===== config.mk =====
export PLATFORM = sky130hd
export DESIGN_NAME = pmt_timer
export DESIGN_NICKNAME = d
export VERILOG_FILES = /design/src/verilog/pmt_pkg.sv /design/src/verilog/pmt_clk_src.sv /design/src/verilog/pmt_in_filter.sv /design/src/verilog/pmt_timer.sv
export SDC_FILE = /design/constraint.sdc
export NUM_CORES = 1
export LEC_CHECK = 0
export ABC_AREA = 0
export BUFFER_PORTS_ARGS = -buffer_cell sky130_fd_sc_hd__buf_4
export CAP_MARGIN = 20
export CORE_MARGIN = 2
export CORE_UTILIZATION = 51
export CTS_BUF_LIST = sky130_fd_sc_hd__clkbuf_16
export CTS_CLUSTER_SIZE = 10
export DETAILED_ROUTE_END_ITERATION = 10
export MAX_ROUTING_LAYER = met4
export PLACE_DENSITY = 0.7
export SLEW_MARGIN = 5
export SYNTH_ARGS = -nofsm -noshare
export SYNTH_HDL_FRONTEND = slang
export SYNTH_SLANG_ARGS = --single-unit
export TNS_END_PERCENT = 30

===== constraint.sdc =====
create_clock -name ref_clk -period 6 [get_ports ref_clk]
set_clock_uncertainty 0.2 [all_clocks]
set_input_delay 0.3 -clock ref_clk [delete_from_list [all_inputs] [get_ports ref_clk]]
set_output_delay 0.3 -clock ref_clk [all_outputs]
set_load 0.03 [all_outputs]

===== src/verilog/pmt_pkg.sv =====
// Constants, field layouts and carrier types of the pulse measurement timer
package pmt_pkg;

  ////////////////////////////////////////////////////////////////////////////
  // Register addresses
  localparam logic [15:0] ADDR_CTRL = 16'h0100;
  localparam logic [15:0] ADDR_IOC = 16'h0101;
  localparam logic [15:0] ADDR_MODE = 16'h0102;
  localparam logic [15:0] ADDR_PRE = 16'h0103;
  localparam logic [15:0] ADDR_CNT = 16'h0104;

  ////////////////////////////////////////////////////////////////////////////
  // Field positions
  localparam int CTRL_START = 0;
  localparam int CTRL_STATUS = 1;
  localparam int CTRL_FSTOP = 2;
  localparam int CTRL_EDGE = 4;
  localparam int CTRL_UNDF = 5;
  localparam int IOC_POL = 0;
  localparam int IOC_FILT = 4;
  localparam int MODE_POS = 0;
  localparam int CSRC_POS = 4;

  ////////////////////////////////////////////////////////////////////////////
  // Values after reset
  localparam logic [7:0] RST_BYTE = 8'h00;
  localparam logic [7:0] RST_PRE = 8'hFF;
  localparam logic [7:0] RST_CNT = 8'hFF;

  ////////////////////////////////////////////////////////////////////////////
  // Cycle counts
  localparam int FILT_SAMPLES = 3;
  localparam int DIV_W = 5;
  localparam logic [DIV_W-1:0] DIV2_MASK = 5'h01;
  localparam logic [DIV_W-1:0] DIV8_MASK = 5'h07;
  localparam logic [DIV_W-1:0] DIV32_MASK = 5'h1F;

  ////////////////////////////////////////////////////////////////////////////
  // Enumerations
  typedef enum logic [2:0] {
    MODE_TIMER = 3'b000,
    MODE_WIDTH = 3'b011,
    MODE_PERIOD = 3'b100
  } pmt_mode_type;

  typedef enum logic [2:0] {
    CS_F1 = 3'b000,
    CS_F8 = 3'b001,
    CS_OSC = 3'b010,
    CS_F2 = 3'b011,
    CS_SUB32 = 3'b100,
    CS_SUB = 3'b101
  } pmt_csrc_type;

  typedef enum logic [1:0] {
    FILT_NONE = 2'b00,
    FILT_F1 = 2'b01,
    FILT_F8 = 2'b10,
    FILT_F32 = 2'b11
  } pmt_filt_type;

  typedef enum logic [1:0] {
    PST_IDLE = 2'b00,
    PST_WAIT1 = 2'b01,
    PST_WAIT2 = 2'b10
  } pmt_pst_type;

  ////////////////////////////////////////////////////////////////////////////
  // Carriers
  typedef struct packed {
    logic [15:0] addr;
    logic [7:0] wdata;
    logic wr;
    logic rd;
  } pmt_bus_type;

  typedef struct packed {
    logic f1;
    logic f2;
    logic f8;
    logic f32;
    logic osc;
    logic sub;
    logic sub32;
  } pmt_tick_type;

endpackage


===== src/verilog/pmt_clk_src.sv =====
// Count source and sampling tick generator of the pulse measurement timer
`timescale 1ns/10ps
module pmt_clk_src import pmt_pkg::*; (
  // Clock and reset
  input logic ref_clk,
  input logic nrst,
  input logic clk_en,
  // Foreign clocks, sampled as levels
  input logic onchip_osc_clock,
  input logic subclock,
  // One-cycle ticks
  output pmt_tick_type ticks
);

  typedef struct packed {
    logic [DIV_W-1:0] div;
    logic [2:0] osc_s;
    logic [2:0] sub_s;
    logic [DIV_W-1:0] sub_div;
    pmt_tick_type t;
  } pmt_src_state_type;

  pmt_src_state_type q;
  pmt_src_state_type n;
  logic osc_rise;
  logic sub_rise;

  ////////////////////////////////////////////////////////////////////////////
  // Next state: free divider and edge detection on synchronised clocks
  always_comb begin
    n = q;
    n.div = q.div + 5'h01;
    // Stage 0 feeds only stage 1; edges compare stages 1 and 2
    n.osc_s = {q.osc_s[1:0], onchip_osc_clock};
    n.sub_s = {q.sub_s[1:0], subclock};
    osc_rise = q.osc_s[1] & ~q.osc_s[2];
    sub_rise = q.sub_s[1] & ~q.sub_s[2];
    if (sub_rise) begin
      n.sub_div = q.sub_div + 5'h01;
    end
    n.t.f1 = 1'b1;
    n.t.f2 = (q.div & DIV2_MASK) == DIV2_MASK;
    n.t.f8 = (q.div & DIV8_MASK) == DIV8_MASK;
    n.t.f32 = (q.div & DIV32_MASK) == DIV32_MASK;
    n.t.osc = osc_rise;
    n.t.sub = sub_rise;
    n.t.sub32 = sub_rise & (q.sub_div == DIV32_MASK);
  end

  // Registered state, frozen while the clock enable is low
  always_ff @(posedge ref_clk or negedge nrst) begin
    if (!nrst) begin
      q <= '0;
    end else if (clk_en) begin
      q <= n;
    end
  end

  assign ticks = q.t;

endmodule


===== src/verilog/pmt_in_filter.sv =====
// Synchroniser and three-sample digital filter for the measured input
`timescale 1ns/10ps
module pmt_in_filter import pmt_pkg::*; (
  // Clock and reset
  input logic ref_clk,
  input logic nrst,
  input logic clk_en,
  // Raw pin and filter control
  input logic measure_io_pin,
  input logic [1:0] filt_sel,
  input pmt_tick_type ticks,
  // Accepted level
  output logic level
);

  typedef struct packed {
    logic [1:0] sync;
    logic [FILT_SAMPLES-1:0] smp;
    logic lvl;
  } pmt_flt_state_type;

  pmt_flt_state_type q;
  pmt_flt_state_type n;
  logic smp_tick;
  logic [FILT_SAMPLES-1:0] smp_new;

  // True when every sample agrees
  function automatic logic all_same(input logic [FILT_SAMPLES-1:0] v);
    all_same = (v == '0) || (v == '1);
  endfunction

  ////////////////////////////////////////////////////////////////////////////
  // Sampling rate select and level acceptance
  always_comb begin
    n = q;
    n.sync = {q.sync[0], measure_io_pin};
    case (filt_sel)
      FILT_F1: smp_tick = ticks.f1; // RQ4
      FILT_F8: smp_tick = ticks.f8; // RQ4
      FILT_F32: smp_tick = ticks.f32; // RQ4
      default: smp_tick = 1'b0;
    endcase
    smp_new = {q.smp[FILT_SAMPLES-2:0], q.sync[1]};
    if (filt_sel == FILT_NONE) begin
      n.lvl = q.sync[1]; // RQ4
    end else if (smp_tick) begin
      n.smp = smp_new;
      // Noise shorter than three samples never reaches the counter
      if (all_same(smp_new)) begin
        n.lvl = smp_new[0]; // RQ5
      end
    end
  end

  always_ff @(posedge ref_clk or negedge nrst) begin
    if (!nrst) begin
      q <= '0;
    end else if (clk_en) begin
      q <= n;
    end
  end

  assign level = q.lvl;

  AST_FILTER_THREE: assert property (@(posedge ref_clk) disable iff (!nrst) // RQ5
    (filt_sel != FILT_NONE) && $changed(q.lvl) |-> all_same($past(smp_new)))
    else $error("filtered level changed without three equal samples");

endmodule


===== src/verilog/pmt_timer.sv =====
// Pulse width and pulse period measurement timer with register port
// Notes on behaviour
// [RQ1] Width mode polarity: 0 low, 1 high
// [RQ2] Width mode counts only at selected level
// [RQ3] Period mode polarity: 0 rising, 1 falling
// [RQ4] Filter off, or sampling f1, f8, f32
// [RQ5] Level accepted after three equal samples
// [RQ6] Count source f1, f2, f8, oscillator, subclocks
// [RQ7] Latch at first, reload at second underflow
// [RQ8] Request on underflow, reload, period end
// [RQ9] Start bit runs; forced stop halts now
// [RQ10] Writes load reload register and counter
// [RQ11] Source keeps widths above prescaler period
// [RQ12] Edge flag set at second prescaler underflow
// [RQ13] Counter read gives buffer; unread keeps old
// [RQ14] Flags clear on 0, unchanged on 1
// [RQ15] Simultaneous underflow and reload set both
// [RQ16] Stopped after reset
// [RQ17] Prescaler and counter read bytewise
// [RQ18] Software clears flags entering period mode
// [RQ19] Software waits two prescaler periods first
// [RQ20] Status follows start within one source cycle
// [RQ21] Status drops within one source cycle
// [RQ22] Software spaces running writes three cycles
// [RQ23] Software keeps unused control bits zero
`timescale 1ns/10ps
module pmt_timer import pmt_pkg::*; (
  // Clock, reset and freeze
  input logic ref_clk,
  input logic nrst,
  input logic clk_en,
  // Register port
  input pmt_bus_type bus_req,
  output logic [7:0] rd_data,
  // Pins and foreign clocks
  input logic measure_io_pin,
  input logic onchip_osc_clock,
  input logic subclock,
  // Status out
  output logic irq_req,
  output logic count_status
);

  typedef struct packed {
    logic start;
    logic status;
    logic edge_f;
    logic undf_f;
    logic [7:0] ioc;
    logic [2:0] mode;
    logic [2:0] csrc;
    logic [7:0] pre_rl;
    logic [7:0] pre_cnt;
    logic [7:0] cnt_rl;
    logic [7:0] cnt;
    logic [7:0] rbuf;
    logic rbuf_free;
    pmt_pst_type pst;
    logic lvl_prev;
    logic [7:0] rdata;
    logic irq;
  } pmt_state_type;

  pmt_state_type q;
  pmt_state_type n;
  pmt_tick_type ticks;
  logic level;
  logic cs_tick;
  logic run;
  logic cnt_en;
  logic pre_uf;
  logic cnt_zero;
  logic reload_now;
  logic rise;
  logic fall;
  logic act_edge;
  logic width_end;
  logic edge_set;
  logic undf_set;
  logic is_width;
  logic is_period;
  logic wr_ctrl;
  logic wr_pre;
  logic rd_cnt;

  // Down count by one
  function automatic logic [7:0] dec8(input logic [7:0] v);
    dec8 = v - 8'h01;
  endfunction

  // Pick the count source tick
  function automatic logic tick_sel(input logic [2:0] sel, input pmt_tick_type t);
    if (sel == CS_F1) begin
      tick_sel = t.f1;
    end else if (sel == CS_F2) begin
      tick_sel = t.f2;
    end else if (sel == CS_F8) begin
      tick_sel = t.f8;
    end else if (sel == CS_OSC) begin
      tick_sel = t.osc;
    end else if (sel == CS_SUB) begin
      tick_sel = t.sub;
    end else if (sel == CS_SUB32) begin
      tick_sel = t.sub32;
    end else begin
      tick_sel = 1'b0;
    end
  endfunction

  ////////////////////////////////////////////////////////////////////////////
  // Tick sources and input conditioning
  pmt_clk_src u_src (
    .ref_clk(ref_clk),
    .nrst(nrst),
    .clk_en(clk_en),
    .onchip_osc_clock(onchip_osc_clock),
    .subclock(subclock),
    .ticks(ticks)
  );

  pmt_in_filter u_flt (
    .ref_clk(ref_clk),
    .nrst(nrst),
    .clk_en(clk_en),
    .measure_io_pin(measure_io_pin),
    .filt_sel(q.ioc[IOC_FILT+1:IOC_FILT]),
    .ticks(ticks),
    .level(level)
  );

  ////////////////////////////////////////////////////////////////////////////
  // Next state
  always_comb begin
    n = q;
    n.irq = 1'b0;
    n.rdata = RST_BYTE;
    n.lvl_prev = level;
    is_width = q.mode == MODE_WIDTH;
    is_period = q.mode == MODE_PERIOD;
    wr_ctrl = bus_req.wr && (bus_req.addr == ADDR_CTRL);
    wr_pre = bus_req.wr && (bus_req.addr == ADDR_PRE);
    rd_cnt = bus_req.rd && (bus_req.addr == ADDR_CNT);
    cs_tick = tick_sel(q.csrc, ticks); // RQ6
    // Status catches up with start on a source tick; a forced stop clears it at once
    if (cs_tick) begin
      n.status = q.start; // RQ20 RQ21
    end
    run = q.status && cs_tick; // RQ20 RQ21
    rise = level && !q.lvl_prev;
    fall = !level && q.lvl_prev;
    // Width mode counts only while the pin sits at the chosen level
    cnt_en = run && (!is_width || (level == q.ioc[IOC_POL])); // RQ1 RQ2
    width_end = q.status && is_width && (q.ioc[IOC_POL] ? fall : rise);
    act_edge = q.status && is_period && (q.ioc[IOC_POL] ? fall : rise); // RQ3
    pre_uf = cnt_en && (q.pre_cnt == 8'h00);
    cnt_zero = q.cnt == 8'h00;
    reload_now = pre_uf && is_period && (q.pst == PST_WAIT2);
    undf_set = pre_uf && cnt_zero;
    edge_set = reload_now || width_end; // RQ12
    // Prescaler
    if (cnt_en) begin
      n.pre_cnt = (q.pre_cnt == 8'h00) ? q.pre_rl : dec8(q.pre_cnt);
    end
    // Main counter, reload on underflow or at the end of a period
    if (pre_uf) begin
      n.cnt = (cnt_zero || reload_now) ? q.cnt_rl : dec8(q.cnt); // RQ2 RQ7
    end
    // Period sequencer; edges during the wait are ignored
    case (q.pst)
      PST_IDLE: begin
        if (act_edge) begin
          n.pst = PST_WAIT1;
        end
      end
      PST_WAIT1: begin
        if (pre_uf) begin
          // An unread result is kept over the new one
          if (q.rbuf_free) begin
            n.rbuf = q.cnt; // RQ7 RQ13
            n.rbuf_free = 1'b0; // RQ13
          end
          n.pst = PST_WAIT2;
        end
      end
      PST_WAIT2: begin
        if (pre_uf) begin
          n.pst = PST_IDLE; // RQ7
        end
      end
      default: n.pst = PST_IDLE;
    endcase
    if (!is_period) begin
      n.pst = PST_IDLE;
    end
    // Request pulse
    n.irq = undf_set || reload_now || act_edge || width_end; // RQ8
    // Software writes
    if (wr_ctrl) begin
      n.start = bus_req.wdata[CTRL_START]; // RQ9
      if (!bus_req.wdata[CTRL_EDGE]) begin
        n.edge_f = 1'b0; // RQ14
      end
      if (!bus_req.wdata[CTRL_UNDF]) begin
        n.undf_f = 1'b0; // RQ14
      end
      if (bus_req.wdata[CTRL_FSTOP]) begin
        n.start = 1'b0; // RQ9
        n.status = 1'b0; // RQ9
        n.pst = PST_IDLE;
      end
    end else if (bus_req.wr && (bus_req.addr == ADDR_IOC)) begin
      n.ioc = bus_req.wdata;
    end else if (bus_req.wr && (bus_req.addr == ADDR_MODE)) begin
      n.mode = bus_req.wdata[MODE_POS+2:MODE_POS];
      n.csrc = bus_req.wdata[CSRC_POS+2:CSRC_POS];
    end else if (wr_pre) begin
      n.pre_rl = bus_req.wdata; // RQ10
      n.pre_cnt = bus_req.wdata; // RQ10
    end else if (bus_req.wr && (bus_req.addr == ADDR_CNT)) begin
      n.cnt_rl = bus_req.wdata; // RQ10
      n.cnt = bus_req.wdata; // RQ10
    end
    // Hardware sets win over a clear in the same cycle
    if (edge_set) begin
      n.edge_f = 1'b1; // RQ12 RQ15
    end
    if (undf_set) begin
      n.undf_f = 1'b1; // RQ15
    end
    // Reads, one byte each, answered next cycle
    if (bus_req.rd) begin
      if (bus_req.addr == ADDR_CTRL) begin
        n.rdata = {2'b00, q.undf_f, q.edge_f, 2'b00, q.status, q.start};
      end else if (bus_req.addr == ADDR_IOC) begin
        n.rdata = q.ioc;
      end else if (bus_req.addr == ADDR_MODE) begin
        n.rdata = {1'b0, q.csrc, 1'b0, q.mode};
      end else if (bus_req.addr == ADDR_PRE) begin
        n.rdata = q.pre_cnt; // RQ17
      end else if (rd_cnt) begin
        n.rdata = is_period ? q.rbuf : q.cnt; // RQ13 RQ17
        if (is_period && !(q.pst == PST_WAIT1 && pre_uf)) begin
          n.rbuf_free = 1'b1; // RQ13
        end
      end else begin
        n.rdata = RST_BYTE;
      end
    end
  end

  ////////////////////////////////////////////////////////////////////////////
  // State register; reset leaves the timer stopped
  always_ff @(posedge ref_clk or negedge nrst) begin
    if (!nrst) begin
      q <= '0; // RQ16
      q.pre_rl <= RST_PRE;
      q.pre_cnt <= RST_PRE;
      q.cnt_rl <= RST_CNT;
      q.cnt <= RST_CNT;
      q.rbuf <= RST_CNT;
      q.rbuf_free <= 1'b1;
      q.pst <= PST_IDLE;
    end else if (clk_en) begin
      q <= n;
    end
  end

  assign rd_data = q.rdata;
  assign irq_req = q.irq;
  assign count_status = q.status;

  ////////////////////////////////////////////////////////////////////////////
  // Checks
  AST_WIDTH_GATE: assert property (@(posedge ref_clk) disable iff (!nrst) // RQ1
    clk_en && is_width && (level != q.ioc[IOC_POL]) && !wr_pre |=> $stable(q.pre_cnt))
    else $error("prescaler moved outside the measured level");

  AST_FORCED_STOP: assert property (@(posedge ref_clk) disable iff (!nrst) // RQ9
    clk_en && wr_ctrl && bus_req.wdata[CTRL_FSTOP] |=> !q.start && !q.status)
    else $error("forced stop did not halt the count");

  AST_PRE_WRITE: assert property (@(posedge ref_clk) disable iff (!nrst) // RQ10
    clk_en && wr_pre |=> (q.pre_rl == $past(bus_req.wdata)) && (q.pre_cnt == q.pre_rl))
    else $error("prescaler write missed reload or counter");

  AST_FLAG_WRITE_ONE: assert property (@(posedge ref_clk) disable iff (!nrst) // RQ14
    clk_en && q.edge_f && wr_ctrl && bus_req.wdata[CTRL_EDGE] |=> q.edge_f)
    else $error("writing one changed the edge flag");

  AST_SECOND_UF: assert property (@(posedge ref_clk) disable iff (!nrst) // RQ12
    clk_en && (q.pst == PST_WAIT2) && pre_uf |=> q.edge_f && (q.pst == PST_IDLE))
    else $error("edge flag not set at second underflow");

  AST_BOTH_FLAGS: assert property (@(posedge ref_clk) disable iff (!nrst) // RQ15
    clk_en && reload_now && cnt_zero |=> q.edge_f && q.undf_f)
    else $error("simultaneous underflow and reload lost a flag");

  AST_BUF_HOLD: assert property (@(posedge ref_clk) disable iff (!nrst) // RQ13
    !q.rbuf_free && !rd_cnt ##1 !q.rbuf_free |-> $stable(q.rbuf))
    else $error("unread result was overwritten");

  AST_STATUS_FOLLOWS: assert property (@(posedge ref_clk) disable iff (!nrst) // RQ20
    clk_en && q.start && !q.status && cs_tick && !wr_ctrl |=> q.status)
    else $error("status did not follow start on a source tick");

  AST_UF_REQUEST: assert property (@(posedge ref_clk) disable iff (!nrst) // RQ8
    clk_en && (undf_set || reload_now) |=> irq_req)
    else $error("no request on underflow or reload");

endmodule


# After elaboration in Yosys (flattened, before gate mapping)
# Cells that the tools add are included.
# word_totals
ff_bits,99
word_cells,171
# op_classes
muxes,50
eq_ne,24
add_sub_neg,4
bitwise,10
reduce_logical,52
# op_table
operator,count
$mux 8,12
$eq 16x9->1 const B,5
$mux 24,3
$mux 16,2
$mux 1,23
$logic_and 1x1->1,20
$logic_not 8->1,2
$sub 8x1->8 const B,2
$eq 3x3->1 const B,5
$reduce_and 3->1,5
$mux 2,6
$add 5x1->5 const B,2
$eq 5x5->1 const B,2
$eq 3x2->1 const B,3
$reduce_and 4->1,2
$reduce_bool 2->1,4
$logic_or 1x1->1,7
$not 1->1,7
$eq 2x2->1 const B,3
$logic_not 3->1,2
$mux 3,2
$pmux 2 s3,1
$reduce_and 6->1,1
$reduce_and 5->1,1
other kinds (9),18

# Logic depth before layout (Yosys ltp)
# logic_depth
depth_word,20
ltp_mapped,10

# Hierarchy
# A second synthesis with hierarchy kept.
# unflattened
cells_unflattened,509
hier_area_um2,5516.5
# by_module_without_submodules
mod,seq_area_each_um2,area_each_um2,n_inst,cells_per_inst
pmt_timer,1828.0,4265.3,1,413
pmt_clk_src,575.6,994.7,1,76
pmt_in_filter,125.1,256.5,1,20

# Worst setup path after synthesis
# No wires, ideal clock.
# synth_path
path_type,reg-to-reg
start,reg q[37] in the netlist's numbering
end,reg q[21] in the netlist's numbering
path_slack_ps,3233
setup_time_ps,75
t_arrival_ps,2492
required_ps,5725
stages_incl_launch_ff,11
period_less_slack_ps,2767
n_path_buf,3
cell_sequence,dfstp_2 > inv_1 > ha_1 > or3b_1 > clkbuf_1 > or3_1 > buf_6 > or3_4 > or2_1 > buf_6 > o211ai_2
# synth_via
elab_chain_len,12
# synth_lines
item,line,rtl
"start, declared",pmt_timer.sv:64,pmt_state_type q;
"start signal, assigned",pmt_timer.sv:264,q <= n;
$logic_not 8->1 *,pmt_timer.sv:155,pre_uf = cnt_en && (q.pre_cnt == 8'h00);
$logic_and 1x1->1 *,pmt_timer.sv:155,
$logic_and 1x1->1 (2 in series),pmt_timer.sv:157,reload_now = pre_uf && is_period && (q.pst == PST_WAIT2);
$logic_or 1x1->1,pmt_timer.sv:166,n.cnt = (cnt_zero || reload_now) ? q.cnt_rl : dec8(q.cnt);
$mux 8,pmt_timer.sv:166,
$mux 8 *,pmt_timer.sv:165,if (pre_uf) begin
$mux 16,pmt_timer.sv:219,end else if (bus_req.wr && (bus_req.addr == ADDR_CNT)) begin
$mux 16,pmt_timer.sv:216,end else if (wr_pre) begin
$mux 24,pmt_timer.sv:213,end else if (bus_req.wr && (bus_req.addr == ADDR_MODE)) begin
$mux 24,pmt_timer.sv:211,end else if (bus_req.wr && (bus_req.addr == ADDR_IOC)) begin
$mux 24 *,pmt_timer.sv:198,if (wr_ctrl) begin
# Mark *: on every way between the ends. The rest lies on a longest branch, timed or not.
# A chain may end at the register's enable or synchronous reset.

# Final worst setup path
# Ends and elaborated chain as after synthesis.

==> results.yml <==
run_status:
  outcome: "complete, no violations"
floorplan:
  fp-row-count: 37
  start_util_pct: 51.84
  pin_count: 42
  die_h_um: 106.0
  die-area_um2: 11230
  die_x_um: 106.0
  design.core.area_um2: 10230
finish:
  fillCellCount: 855
  seqCellArea_um2: 2529
  drive_gt1_share_pct: 29.56
  layout.nets: 582
  areaGrowthSynthToFinish_pct: 12.72
  num_antenna_cells: 0
  multi_input_area_um2: 2515
critical_path:
  worstSetupStartpointType: "flop"
  critPathKind: "flop to flop"
  crit_required_ps: 6080
  crit_path_end_kind: "flop"
  crit_fanout: 9
  arrival_ps: 3160
cts:
  h-tree-depth: 3
  cts_tree: "done"
  cts_root_buf: "clkbuf_16"
  post_cts_buffers: 0
  cts_inserted_buffers: 9
  path_clk_slew_ps: 70
  clk_latency_ps: 350
  clockBufferDepth: 2
  clkSinkCount: 99
synthesis:
  syn-num-nets: 554
  synth_top_area_cell: "dfrtp_1"
  synth_edf_count: 0
  synth_seq_cells: 99
  synth_area_um2: 5304
  synth_cell_types: 70
  synth_top_cells_by_area: "dfrtp_1 27%, dfstp_2 20%, mux2_2 8.9%"
  yosys-top-cells-count: "70 x nand2_1, 58 x dfrtp_1, 42 x mux2_2"
  ys_warn_count: 0
  synthCells: 515
  synth_flop_cell: "dfrtp_1"
  synth_top_cell_area_share_pct: 27.36
  synthArstFlopShare_pct: 100.0
  avgSynthCellArea_um2: 10.30
  ys_seq_area_share_pct: 47.68
  yosys.cell_count.top_type: "nand2_1"
sta:
  fin_ws_ps: 2916
  slew_headroom_pct: 32.06
  slew_viol_final: 0
  max_freq_ghz: 0.3242
  worst_pin_slew_ps: 1011
  rsz0062_at_grt: "no"
  hold_viol: 0
  fin_crit_ps: 3084
  period_share_pct: 51.41
  setup_viol: 0
  finalSetupTns_ps: 0
placement:
  place_hpwl_um: 9068
  place.port_buffers: 41
  place_congestion: 0.9830
  dpl_worst_slack_ps: 2918
drt:
  ant_nets: 0
  wl_um: 12720
  wl_per_cell_um: 18.59
  via_per_inst: 5.950
  drtIter0Drc: 281
  vias: 4070
  first_pass_iters: 5
  drc_errors: 0
pwr:
  power.density_nw_per_um2: 251.6
  vdd_drop_max_v: 0.0001803
  finalPower_mw: 1.504
  leakage_nw: 2.646
global_route:
  grt-ovfl-total: 0
  grt_antenna_before_repair: 0
  gr-usage-all-layers_pct: 24.55
  grt_pass1_wl_um: 20670
  grt_pass1_vias: 4016
  grt_max_degree: 69
hold_path:
  hold_path_class: "input port to flop"
run:
  drv_cap: 0
==> report_power, final <==
group,switching [mW],internal (mW)
logic,0.0815,0.0852
registers,0.0454,0.726
clock network,0.247,0.319
total,0.374,1.13
==> final timing paths <==
kind	to	depth (start not counted)	slack (ps)	startpoint
min	q[50]	3	3	bus_req[7]
max	q[21]	7	2920	q[37]
min reg2reg	u_src.ticks[2]	1	250	u_src.q[17]
min in group asynchronous	u_flt.q[1]	2	220	nrst
max in group asynchronous	rd_data[0]	3	4180	nrst
max reg2reg	q[21]	7	2920	q[37]
==> layout by cell type (no fill, tap or decap), types with 10 or more instances in the layout <==
master,instances
dfstp_2,41
mux2i_1,17
nor3_1,16
nor2_1,27
mux2_2,42
inv_1,24
dfrtp_1,58
nand3_1,17
a21oi_1,10
buf_4,45
o21ai_0,12
nand2_1,70
==> per-stage QoR <==
step | instance area (um2) | cells | hold WS, ps | util (%)
finish | 5978 | 684 | 2.906 | 58.43
global route | 5978 | 684 | 12.85 | 58.43
CTS | 5973 | 683 | 3.320 | 58.38
detailed placement | 5638 | 662 | 65.97 | 55.11
global placement | 5638 | 662 | 57.71 | 55.11
floorplan | 5304 | 515 | -195.6 | -
==> state kept, by name, indices dropped and copies added (netlist names), 3 cells and up <==
register     cells
q               61
u_src.q         12
rd_data          8
u_src.ticks      7
u_src.n          4
u_flt.q          3
==> routing by layer <==
metal  track usage [%]  routed length [um]  vias to the layer above
met1             33.35                5748                     1991
met2             36.36                5836                      132
met3             4.476                 800                       21
met5                 -                   0                        -
met4             10.53                 333                        0
li1                  -                   -                     1926
==> worst max-delay path: stages (launching register included) <==
cell,delay (ps)
dfstp_2,400
inv_1,90
ha_1,250
or3b_1,460
or3_1,550
or3_4,450
or2_1,390
o211ai_2,220
==> layout make-up <==
class,count,share of cell area [%]
Tap cell,136,2.846
Timing Repair Buffer,51,6.572
Inverter,23,1.444
Clock buffer,9,3.767
Clock inverter,7,1.005
Sequential cell,99,42.30
Multi-Input combinational cell,359,42.07
==> cell families (layout without fill, tap and decap cells) <==
family,count (synthesis),in the layout,synth area share (%)
flip-flops,99,99,47.68
multiplexers,59,59,12.13
AO/OA/AOI/OAI,93,93,13.75
AND/OR/NAND/NOR,190,190,18.24
adder cells (fa/ha/maj),7,7,1.651
XOR/XNOR,10,10,1.651
buffers and inverters,57,90,4.907
==> what timing repair did <==
action                    CTS  global route
hold buffers                5             0
resized for setup           0             0
hold endpoints to repair   19             0
Note: power is estimated with default switching activity, not from simulation.
